File: config.mk
export PLATFORM = sky130hd
export DESIGN_NAME = apc_regs
export DESIGN_NICKNAME = d
export VERILOG_FILES = /design/src/hdl/apc_pkg.sv /design/src/hdl/apc_decode.sv /design/src/hdl/apc_regs.sv
export VERILOG_INCLUDE_DIRS = /design/src /design/src/hdl
export SDC_FILE = /design/constraint.sdc
export NUM_CORES = 1
export LEC_CHECK = 0
export ABC_AREA = 1
export BUFFER_PORTS_ARGS = -buffer_cell sky130_fd_sc_hd__buf_2
export CORE_MARGIN = 2
export CORE_UTILIZATION = 45
export DETAILED_ROUTE_END_ITERATION = 12
export PLACE_DENSITY = 0.91
export SYNTH_ARGS = -nofsm -noshare
export SYNTH_HDL_FRONTEND = slang
export SYNTH_SLANG_ARGS = --single-unit
File: constraint.sdc
create_clock -name i_clk -period 3.3 [get_ports i_clk]
set_input_delay 0.165 -clock i_clk [delete_from_list [all_inputs] [get_ports i_clk]]
set_output_delay 0.165 -clock i_clk [all_outputs]
set_load 0.02 [all_outputs]
File: src/hdl/apc_map.svh
`ifndef APC_MAP_SVH
`define APC_MAP_SVH

// Register indices; byte address is four times the index.
`define APC_IDX_RXS_HIGH   8'h05
`define APC_IDX_PART_ID    8'h06
`define APC_IDX_LOOPBACK   8'h08
`define APC_IDX_GAIN       8'h09
`define APC_IDX_IMPEDANCE  8'h0a

// Writable bit masks per register.
`define APC_MASK_RXS_HIGH  8'h03
`define APC_MASK_LOOPBACK  8'h07
`define APC_MASK_GAIN      8'hff
`define APC_MASK_IMPEDANCE 8'h3f

// Reset values.
`define APC_RST_RXS_HIGH   8'h00
`define APC_RST_LOOPBACK   8'h02
`define APC_RST_GAIN       8'h00
`define APC_RST_IMPEDANCE  8'h00

// Field positions.
`define APC_POS_FULL_ALB   2
`define APC_POS_DIG_LB     1
`define APC_POS_FIRST_ALB  0
`define APC_POS_RX_HIGHPASS_BYPASS       7
`define APC_POS_TX_HIGHPASS_BYPASS       6
`define APC_POS_TXM        5
`define APC_POS_RXM        4
`define APC_POS_ATX        2
`define APC_POS_ARX        0
`define APC_POS_CLC        4
`define APC_POS_IMPEDANCE_SYNTH_ENABLE       3
`define APC_POS_IMPEDANCE_PROFILE_SELECT       0
`define APC_POS_PART_ID    5

// Gain code that mutes the analog path.
`define APC_GAIN_MUTE      2'h3
`define APC_CLC_RESERVED   2'h3
`endif

File: src/hdl/apc_pkg.sv
package apc_pkg;
  typedef logic [7:0] apc_byte_t;

  // One-hot bus answer sequencer states.
  typedef enum logic [1:0] {
    APC_IDLE = 2'b01,
    APC_DONE = 2'b10
  } apc_bus_e;

  typedef struct packed {
    apc_bus_e  st;
    apc_byte_t rxs_high;
    apc_byte_t loopback;
    apc_byte_t gain;
    apc_byte_t impedance;
    logic [31:0] rdata;
  } apc_state_s;
endpackage : apc_pkg

File: src/hdl/apc_decode.sv
`include "apc_map.svh"
// Maps an analog gain code to a mute flag and an effective gain code.
module apc_decode
  import apc_pkg::*;
(
  input  wire logic [1:0] i_code,
  output logic            o_mute,
  output logic [1:0]      o_gain
);
  // Code 11 mutes and leaves the gain at its 0 dB code.
  always_comb begin
    o_mute = (i_code == `APC_GAIN_MUTE);
    o_gain = o_mute ? 2'h0 : i_code;
  end
endmodule : apc_decode

File: src/hdl/apc_regs.sv
`include "apc_map.svh"
// Audio path control register bank on an Avalon-MM slave port.
module apc_regs
  import apc_pkg::*;
#(
  parameter logic [2:0] PART_ID = 3'h5  // Arbitrary neutral identity value.
) (
  input  wire logic        i_clk,
  input  wire logic        i_arst_n,
  input  wire logic [7:0]  i_address,
  input  wire logic        i_read,
  input  wire logic        i_write,
  input  wire logic [31:0] i_writedata,
  input  wire logic [3:0]  i_byteenable,
  output logic [31:0]      o_readdata,
  output logic             o_waitrequest,
  output logic [1:0]       o_rxs_high,
  output logic             o_full_analog_loopback,
  output logic             o_digital_loopback,
  output logic             o_first_analog_loopback,
  output logic             o_rx_highpass_bypass,
  output logic             o_tx_highpass_bypass,
  output logic             o_tx_mute,
  output logic             o_rx_mute,
  output logic [1:0]       o_analog_tx_gain,
  output logic             o_analog_tx_mute,
  output logic [1:0]       o_analog_rx_gain,
  output logic             o_analog_rx_mute,
  output logic [1:0]       o_line_cap_compensation,
  output logic             o_impedance_synth_enable,
  output logic [2:0]       o_impedance_profile_select
);
  apc_state_s s_q;
  apc_state_s s_d;
  logic [7:0] idx;
  logic       wr_lane;

  // Byte address to register index; low two bits are the byte within the word.
  function automatic logic [7:0] word_idx(input logic [7:0] a);
    return {2'h0, a[7:2]};
  endfunction : word_idx

  // Read value for an index; reserved bits and unmapped words read zero.
  function automatic logic [7:0] rd_val(input logic [7:0] i, input apc_state_s s);
    case (i)
      `APC_IDX_RXS_HIGH:  rd_val = s.rxs_high & `APC_MASK_RXS_HIGH;
      `APC_IDX_PART_ID:   rd_val = {PART_ID, 5'h00};
      `APC_IDX_LOOPBACK:  rd_val = s.loopback & `APC_MASK_LOOPBACK;
      `APC_IDX_GAIN:      rd_val = s.gain;
      `APC_IDX_IMPEDANCE: rd_val = s.impedance & `APC_MASK_IMPEDANCE;
      default:            rd_val = 8'h00;
    endcase
  endfunction : rd_val

  assign idx     = word_idx(i_address);
  assign wr_lane = i_byteenable[0];

  // Each request is answered one cycle after it is seen, then released.
  always_comb begin
    s_d = s_q;
    case (s_q.st)
      APC_IDLE: begin
        if (i_read || i_write) begin
          s_d.st    = APC_DONE;
          s_d.rdata = {24'h000000, rd_val(idx, s_q)};
          if (i_write && wr_lane) begin
            case (idx)
              `APC_IDX_RXS_HIGH:  s_d.rxs_high  = i_writedata[7:0] & `APC_MASK_RXS_HIGH;
              `APC_IDX_LOOPBACK:  s_d.loopback  = i_writedata[7:0] & `APC_MASK_LOOPBACK;
              `APC_IDX_GAIN:      s_d.gain      = i_writedata[7:0] & `APC_MASK_GAIN;
              `APC_IDX_IMPEDANCE: s_d.impedance = i_writedata[7:0] & `APC_MASK_IMPEDANCE;
              default: begin
              end
            endcase
          end
        end
      end
      APC_DONE: begin
        s_d.st = APC_IDLE;
      end
      default: begin
        s_d.st = APC_IDLE;
      end
    endcase
  end

  // Register the whole state; reset takes constants only.
  always_ff @(posedge i_clk or negedge i_arst_n) begin
    if (!i_arst_n) begin
      s_q.st        <= APC_IDLE;
      s_q.rxs_high  <= `APC_RST_RXS_HIGH;
      s_q.loopback  <= `APC_RST_LOOPBACK;
      s_q.gain      <= `APC_RST_GAIN;
      s_q.impedance <= `APC_RST_IMPEDANCE;
      s_q.rdata     <= 32'h00000000;
    end else begin
      s_q <= s_d;
    end
  end

  // Waitrequest drops in the answer cycle so the master samples it there.
  assign o_waitrequest = (s_q.st != APC_DONE);
  assign o_readdata    = s_q.rdata;

  assign o_rxs_high = s_q.rxs_high[1:0];
  assign o_full_analog_loopback  = s_q.loopback[`APC_POS_FULL_ALB];
  assign o_digital_loopback      = s_q.loopback[`APC_POS_DIG_LB];
  assign o_first_analog_loopback = s_q.loopback[`APC_POS_FIRST_ALB];
  assign o_rx_highpass_bypass    = s_q.gain[`APC_POS_RX_HIGHPASS_BYPASS];
  assign o_tx_highpass_bypass    = s_q.gain[`APC_POS_TX_HIGHPASS_BYPASS];
  assign o_tx_mute               = s_q.gain[`APC_POS_TXM];
  assign o_rx_mute               = s_q.gain[`APC_POS_RXM];

  apc_decode u_tx_gain (
    .i_code (s_q.gain[`APC_POS_ATX +: 2]),
    .o_mute (o_analog_tx_mute),
    .o_gain (o_analog_tx_gain)
  );

  apc_decode u_rx_gain (
    .i_code (s_q.gain[`APC_POS_ARX +: 2]),
    .o_mute (o_analog_rx_mute),
    .o_gain (o_analog_rx_gain)
  );

  // Capacitance code passes as stored; the reserved code is software's to avoid.
  assign o_line_cap_compensation    = s_q.impedance[`APC_POS_CLC +: 2];
  assign o_impedance_synth_enable   = s_q.impedance[`APC_POS_IMPEDANCE_SYNTH_ENABLE];
  assign o_impedance_profile_select = s_q.impedance[`APC_POS_IMPEDANCE_PROFILE_SELECT +: 3];
endmodule : apc_regs

; ---- Word-level counts from Yosys, hierarchy flattened
; Cells that the tools add are included.
[op_classes]
n_eq_ne = 10
muxes = 10
reduce_logical = 7
[ops]
columns = op, count
row1 = $mux W66, 1
row2 = $pmux W8 S5, 1
row3 = $mux W26, 1
row4 = $eq A6 B4 Y1 const B, 3
row5 = $reduce_and A4 Y1, 4
row6 = $eq A6 B3 Y1 const B, 2
row7 = $mux W2, 4
row8 = $mux W8, 1
row9 = $mux W6, 1
row10 = $eq A2 B2 Y1 const B, 2
row11 = $ne A2 B2 Y1 const B, 2
row12 = $mux W3, 1
row13 = $eq A2 B1 Y1 const B, 1
row14 = $reduce_and A2 Y1, 1
row15 = $logic_and A1 B1 Y1, 1
row16 = $logic_or A1 B1 Y1, 1
[totals]
reg_bits = 29
in_bits = 48

; ---- Logic depth before layout (Yosys ltp)
; Gate-level depths: netlist of run 1.
[depth]
ltp_word = 5
depth_mapped = 8

; ---- Cells and area by module
; From an unflattened synthesis of run 1, not the netlist that was laid out.
[hier_totals]
hier_cells = 210
area_unflattened_um2 = 1744.2
[modules_own_cells]
columns = mod, n_inst, cells_each, area_per_inst_um2, seq_area_each_um2
row1 = apc_regs, 1, 198, 1699.1, 728.2
row2 = apc_decode, 2, 6, 22.5, 0.0

; ---- Worst setup path after synthesis of run 1
; OpenSTA, ideal clock, no wires.
[synth_path]
kind = register -> register
startpoint = register s_q[64] (netlist name)
endpoint = register s_q (netlist bit o_impedance_synth_enable)
setup_ns = 0.118
t_arrival_ns = 1.302
slack_ns = 1.880
path_stages_with_launch = 9
path_buffers = 2
path_cell_list = dfstp_2 > inv_1 > nor2_2 > and3_1 > buf_2 > nand3_2 > buf_6 > nand2_1 > o21ai_2
[synth_via]
elab_chain_len = 2
[synth_lines]
columns = element, line
row1 = "start, declared", apc_regs.sv:33  ; apc_state_s s_q;
row2 = $eq A2 B1 Y1, apc_regs.sv:61  ; case (s_q.st)
row3 = $reduce_and A4 Y1 (no line), --
; No other way between the ends.
; A chain may end at the register's enable or synchronous reset.

; ---- Worst setup path in the final report of run 1
[layout_path]
startpoint = register s_q[64] (netlist name)
endpoint = register s_q (netlist bit o_impedance_profile_select[0])
; Same word-level chain as after synthesis.

==> results of run 1 <==
-- power by group through the flow --
| stage | clock (mW) | combinational (mW) | sequential [mW] |
|---|---|---|---|
| after floorplan | 0 | 0.181 | 0.431 |
| after global placement | 0 | 0.206 | 0.427 |
| after detailed placement | 0 | 0.214 | 0.429 |
| after CTS | 0.303 | 0.216 | 0.422 |
| after global routing | 0.320 | 0.236 | 0.427 |
| final | 0.296 | 0.213 | 0.423 |
-- critical path: cells and delay by family (launching register included) --
| kind | cells | cell delay [ps] |
|---|---|---|
| DFF | 1 | 510 |
| buffers and inverters | 1 | 50 |
| and+or+nand+nor | 4 | 1000 |
| AOI/OAI and AO/OA | 1 | 60 |
-- layer usage --
layer,GRT usage,part of all wire,vias to the layer above
met5,0,0,-
met4,0.0964,0.023,0
met3,0.0462,0.062,8
met2,0.282,0.49,46
met1,0.184,0.42,610
li1,-,-,662
-- registers in the layout (all words and copies together) (netlist names), 2 cells and up --
name	count
o_readdata	8
s_q	6
o_line_cap_compensation	2
o_rxs_high	2
o_impedance_profile_select	3
-- cells by family (layout without fill, tap and decap cells) --
logic type,Yosys count,in the layout
compound gates,19,19
buf+inv,64,78
flops,29,29
other cells,1,24
simple gates,93,93
-- synth_stat cells --
master,count,area share
nand2_1,55,0.12
buf_4,40,0.18
dfrtp_1,27,0.40
inv_1,20,0.044
nand3_1,17,0.050
o21ai_2,13,0.067
nor2_1,10,0.022
o21ai_0,5,0.015
nand4_1,4,0.015
buf_6,2,0.013
dfstp_2,2,0.031
nand3_2,2,0.012
a31oi_1,1,0.0037
and3_1,1,0.0037
buf_2,1,0.0029
conb_1,1,0.0022
inv_2,1,0.0022
nand2_2,1,0.0037
nand2_4,1,0.0066
nor2_2,1,0.0037
nor3_4,1,0.0095
-- stage by stage --
stage	instance area [um2]	cells	setup slack, ps
CTS	1860	291	1550
detailed placement	1760	282	1520
global route	1860	291	1410
floorplan	1790	229	1880
global placement	1760	282	1560
finish	1860	291	1560
-- cell type report --
| cell class | instances | share of cell area |
|---|---|---|
| clock buffer | 8 | 0.0484 |
| tap | 48 | 0.0322 |
| sequential | 29 | 0.391 |
| timing repair buffer | 49 | 0.134 |
| inverter | 21 | 0.0423 |
| multi-input combinational | 136 | 0.352 |
-- how the worst max path moves through the flow --
stage,to,depth (start not counted),start
after global routing,o_impedance_profile_select[1]$_DFFE_PN0P_,6,s_q[64]$_DFFE_PN1P_
after floorplan,o_impedance_synth_enable$_DFFE_PN0P_,8,s_q[64]$_DFFE_PN1P_
after detailed placement,o_impedance_profile_select[2]$_DFFE_PN0P_,7,i_address[4]
final,o_impedance_profile_select[0]$_DFFE_PN0P_,6,s_q[64]$_DFFE_PN1P_
after CTS,o_impedance_profile_select[2]$_DFFE_PN0P_,6,s_q[64]$_DFFE_PN1P_
after global placement,o_impedance_synth_enable$_DFFE_PN0P_,7,i_address[4]
-- repair_timing --
item | in CTS | in global routing
hold endpoints to repair | 27 | 0
buffers inserted | 0 | 0
hold buffers | 1 | 0
==> results.ini, run 1 <==
[die]
die_y_um=65.5
die-area_um2=4300
core_area_um2=3660
ios=102
die_w_um=65.5
initial_core_util=0.465
rows=22

[clock_network]
cts-root-buf=clkbuf_8
cts_buffers=5
htree_num_levels=2
path_clk_slew_ps=60
worstSkewPairLatency_ps=280
cts_resized=0
cts_sinks=29
clock_path_buffers=2
cts_tree=built

[route]
via_per_inst=4.56
ant_nets=0
wl_per_cell_um=11.3
wirelength_um=3270
drtIter0Drc=70
dr.pass1.iters=4
dr_total_vias=1326
drc=0

[layout]
layout_commonest_cell=nand2_1
nets=290
drive_above_1_share=0.313
nFillCells=359
area_delta_synth_final_pct=9.32
multi_input_area_um2=656
diodes=0
utilization=0.509
seqCellArea_um2=728
final_cell_mix=55 x nand2_1, 48 x buf_2, 27 x dfrtp_1

[global_route]
grt_pass1_vias=1218
grt_max_degree=30
grt_overflow_total=0
grtUsageTotal=0.166
grt_pass1_wl_um=5310
grt_antenna_before_repair=0

[pwr]
p_int_mw=0.624
clock_power_share=0.318
powerDensity_nw_per_um2=500
ir_drop_uv=210
power_leakage_nw=1.12
p_total_mw=0.932
switching_share=0.330
seq_power_share=0.453
combPwrFrac=0.228
power_switching_mw=0.307

[synthesis]
synth_cell_type_count=21
synth-xor-area-share=0
syn_area_per_cell_um2=8.27
synth_compound_area_frac=0.0852
seq_area_frac_synth=0.427
yosys-mux-area-fraction=0
synth_top_family_by_area=simple AND/OR/NAND/NOR gates
yosys_warnings=0
synthesis.area_um2=1700
synthAdderAreaFrac=0
syn_inst=206
synth-seq-cells=29
synthSimpleGateAreaFrac=0.247

[hold_path]
hp-start=i_writedata[7]
hp-class=in -> reg
whs_path_depth=3
min_to=o_rx_highpass_bypass$_DFFE_PN0P_

[timing]
rsz0062_at_grt=false
finalSetupViolCount=0
hold_viol=0
fin_setup_tns_ps=0
worstMarginPinSlew_ps=711
period_share=0.528
drv_slew=0
relSlewSlack=0.524
fmax_ghz=0.574
fin_crit_ps=1740
skew_ps=7.84
fin_hold_ws_ps=119

[setup_path]
cp_data_arrival_time_ps=1900
crit_type=reg -> reg
crit_slowest_cell=dfstp_2
reg2reg_from=s_q[64]$_DFFE_PN1P_
reg2reg_to=o_impedance_profile_select[0]$_DFFE_PN0P_
path_cells=inv_1 > nor2_2 > and3_1 > nand3_2 > nand2_1 > o21ai_2
cp_max_fo=12
required_ps=3460
r2r_slack_ps=1560
cp_slowest_stage_delay_ps=510
startpoint_type=register
end_kind=register
r2r_cells=6

[run_status]
status=completed

[job]
max_cap_violations=0

[place]
dpl.hpwl_um=2490
gp_congestion=0.760
io_buffers=48

Power figures use the tool's default switching activity.
==> inputs of run 2 (changes only) <==
--- a/config.mk
+++ b/config.mk
@@ -9,9 +9,9 @@
 export ABC_AREA = 1
 export BUFFER_PORTS_ARGS = -buffer_cell sky130_fd_sc_hd__buf_2
 export CORE_MARGIN = 2
-export CORE_UTILIZATION = 45
+export CORE_UTILIZATION = 43
 export DETAILED_ROUTE_END_ITERATION = 12
-export PLACE_DENSITY = 0.91
+export PLACE_DENSITY = 0.88
 export SYNTH_ARGS = -nofsm -noshare
 export SYNTH_HDL_FRONTEND = slang
 export SYNTH_SLANG_ARGS = --single-unit
==> constraint.sdc (replaced) <==
create_clock -name i_clk -period 1.69 [get_ports i_clk]
set_input_delay 0.0845 -clock i_clk [delete_from_list [all_inputs] [get_ports i_clk]]
set_output_delay 0.0845 -clock i_clk [all_outputs]
set_load 0.02 [all_outputs]
==> run 2 against run 1 <==
Net effect:
- setup slack lost 1400 ps
- sequential share of layout area shrank 1.1 points
- clock skew grew 1.9 ps
- non-clock buffer count grew 4
- critical path type unchanged
- global-route usage shrank 1.5 points
- critical path depth is the same
- combinational power grew 98%
- flip-flop and latch count is the same
- final cell count grew 1.4%
- first-iteration DRC count shrank 27%
==> results.ini, run 2 (synthesis gave the netlist of run 1 again) <==
[run_status]
status=completed  ; unchanged

[place]
place_ws_ps=119  ; was 1520 ps
dpl.hpwl_um=2480  ; was 2490 um
place_inst=286  ; was 282
io_buffers=48  ; unchanged
gp_congestion=0.850  ; was 0.760

[clock_network]
htree_num_levels=2  ; unchanged
hold_buffers=1  ; unchanged
clock_path_buffers=2  ; unchanged
path_clk_slew_ps=60  ; about the same
cts-root-buf=clkbuf_8  ; unchanged
cts_sinks=29  ; unchanged
cts_resized=0  ; unchanged
worstSkewPairLatency_ps=280  ; about the same
cts_buffers=5  ; unchanged
postCtsSetupBuffers=0  ; unchanged
cts_tree=built  ; unchanged

[die]
die-area_um2=4480  ; was 4300 um2
die_y_um=67.0  ; was 65.5 um
core_area_um2=3740  ; was 3660 um2
initial_core_util=0.455  ; was 0.465
rows=22  ; unchanged
ios=102  ; unchanged
die_w_um=67.0  ; was 65.5 um

[layout]
final_cell_mix=55 x nand2_1, 48 x buf_2, 27 x dfrtp_1  ; unchanged
layout_commonest_cell=nand2_1  ; unchanged
largest_reg_flops=8  ; unchanged
area_delta_synth_final_pct=12.6  ; was 9.32%
diodes=0  ; unchanged
drive_above_1_share=0.328  ; was 0.313
utilization=0.513  ; was 0.509
finalNonFillerCells=295  ; was 291
nets=294  ; was 290

[route]
drtIter0Drc=51  ; was 70
via_per_inst=4.36  ; was 4.56
wl_per_cell_um=10.7  ; was 11.3 um
dr_total_vias=1285  ; was 1326
dr.pass1.iters=4  ; unchanged
drc=0  ; unchanged
ant_nets=0  ; unchanged
wirelength_um=3160  ; was 3270 um

[global_route]
grt_pass1_vias=1172  ; was 1218
grt_pass1_wl_um=4980  ; was 5310 um
grtUsageTotal=0.150  ; was 0.166
grt_max_degree=30  ; unchanged
grt_antenna_before_repair=0  ; unchanged
grt_overflow_total=0  ; unchanged

[setup_path]
crit_slowest_cell=dfstp_2  ; unchanged
path_cells=inv_1 > nor2_2 > and3_1 > nand3_2 > nand2_1 > o21ai_2  ; unchanged
startpoint_type=register  ; unchanged
cp_slowest_stage_delay_ps=510  ; about the same
crit_type=reg -> reg  ; unchanged
required_ps=1850  ; was 3460 ps
end_kind=register  ; unchanged
cp_data_arrival_time_ps=1720  ; was 1900 ps
cp_max_fo=12  ; unchanged

[timing]
skew_ps=9.72  ; was 7.84 ps
worstMarginPinSlew_ps=612  ; was 711 ps
fmax_ghz=0.639  ; was 0.574 GHz
fin_ws_ps=126  ; was 1560 ps
fin_hold_ws_ps=48.0  ; was 119 ps
fin_crit_ps=1560  ; was 1740 ps
rsz0062_at_grt=false  ; unchanged
drv_slew=0  ; unchanged
hold_viol=0  ; unchanged
fin_setup_tns_ps=0  ; unchanged
finalSetupViolCount=0  ; unchanged
period_share=0.925  ; was 0.528
relSlewSlack=0.592  ; was 0.524

[hold_path]
hp-class=in -> reg  ; unchanged

[pwr]
clock_power_share=0.366  ; was 0.318
power_switching_mw=0.590  ; was 0.307 mW
seq_power_share=0.420  ; was 0.453
p_int_mw=1.37  ; was 0.624 mW
powerDensity_nw_per_um2=1020  ; was 500 nW/um2
switching_share=0.300  ; was 0.330
ir_drop_uv=343  ; was 210 uV
combPwrFrac=0.214  ; was 0.228
power_leakage_nw=1.15  ; was 1.12 nW

[job]
max_cap_violations=0  ; unchanged

[run 2: power by group through the flow]
stage | logic (mW) | clock network, mW | registers (mW)
2_1_floorplan | 0.353 | 0 | 0.841
3_3_place_gp | 0.413 | 0 | 0.832
3_5_place_dp | 0.424 | 0 | 0.836
4_1_cts | 0.427 | 0.738 | 0.824
5_1_grt | 0.460 | 0.773 | 0.831
6_report | 0.421 | 0.719 | 0.824
[run 2: worst paths after layout]
kind	from	to	slack [ps]	cells after the start
setup / recovery	s_q[64]$_DFFE_PN1P_	o_impedance_profile_select[0]$_DFFE_PN0P_	130	6
hold / removal	i_writedata[7]	o_rx_highpass_bypass$_DFFE_PN0P_	50	3
setup reg to reg	s_q[64]$_DFFE_PN1P_	o_impedance_profile_select[0]$_DFFE_PN0P_	130	6
hold reg to reg	o_readdata[4]$_DFFE_PN0P_	o_readdata[4]$_DFFE_PN0P_	480	2
max in group asynchronous	i_arst_n	o_rx_highpass_bypass$_DFFE_PN0P_	930	2
min in group asynchronous	i_arst_n	o_first_analog_loopback$_DFFE_PN0P_	350	2
[run 2: metal layers]
layer / GRT usage / up-vias / part of all wire
met1: 0.178 / 576 / 0.44
met3: 0.0405 / 8 / 0.056
li1: - / 662 / -
met2: 0.249 / 39 / 0.49
met4: 0.0765 / 0 / 0.019
met5: 0 / - / 0
[run 2: critical path: cells and delay by family (launching register included)]
family	cells	cell delay, ps
AO/OA/AOI/OAI	1	60
buffers and inverters	1	50
flip-flops	1	510
AND/OR/NAND/NOR	4	840
[run 2: stage by stage]
stage,cell area [um2],power (mW)
final,1920,1.96
after global routing,1920,2.06
after CTS,1920,1.99
after detailed placement,1790,1.26
after global placement,1790,1.25
after floorplan,1790,1.19
[run 2: final cells by class]
cell class,count,area [um2]
Inverter,21,78.8
Multi-Input combinational cell,136,656
Timing Repair Buffer,53,280
Clock inverter,1,30.0
Fill cell,377,1820
Tap cell,48,60.1
Clock buffer,7,86.3
Sequential cell,29,728
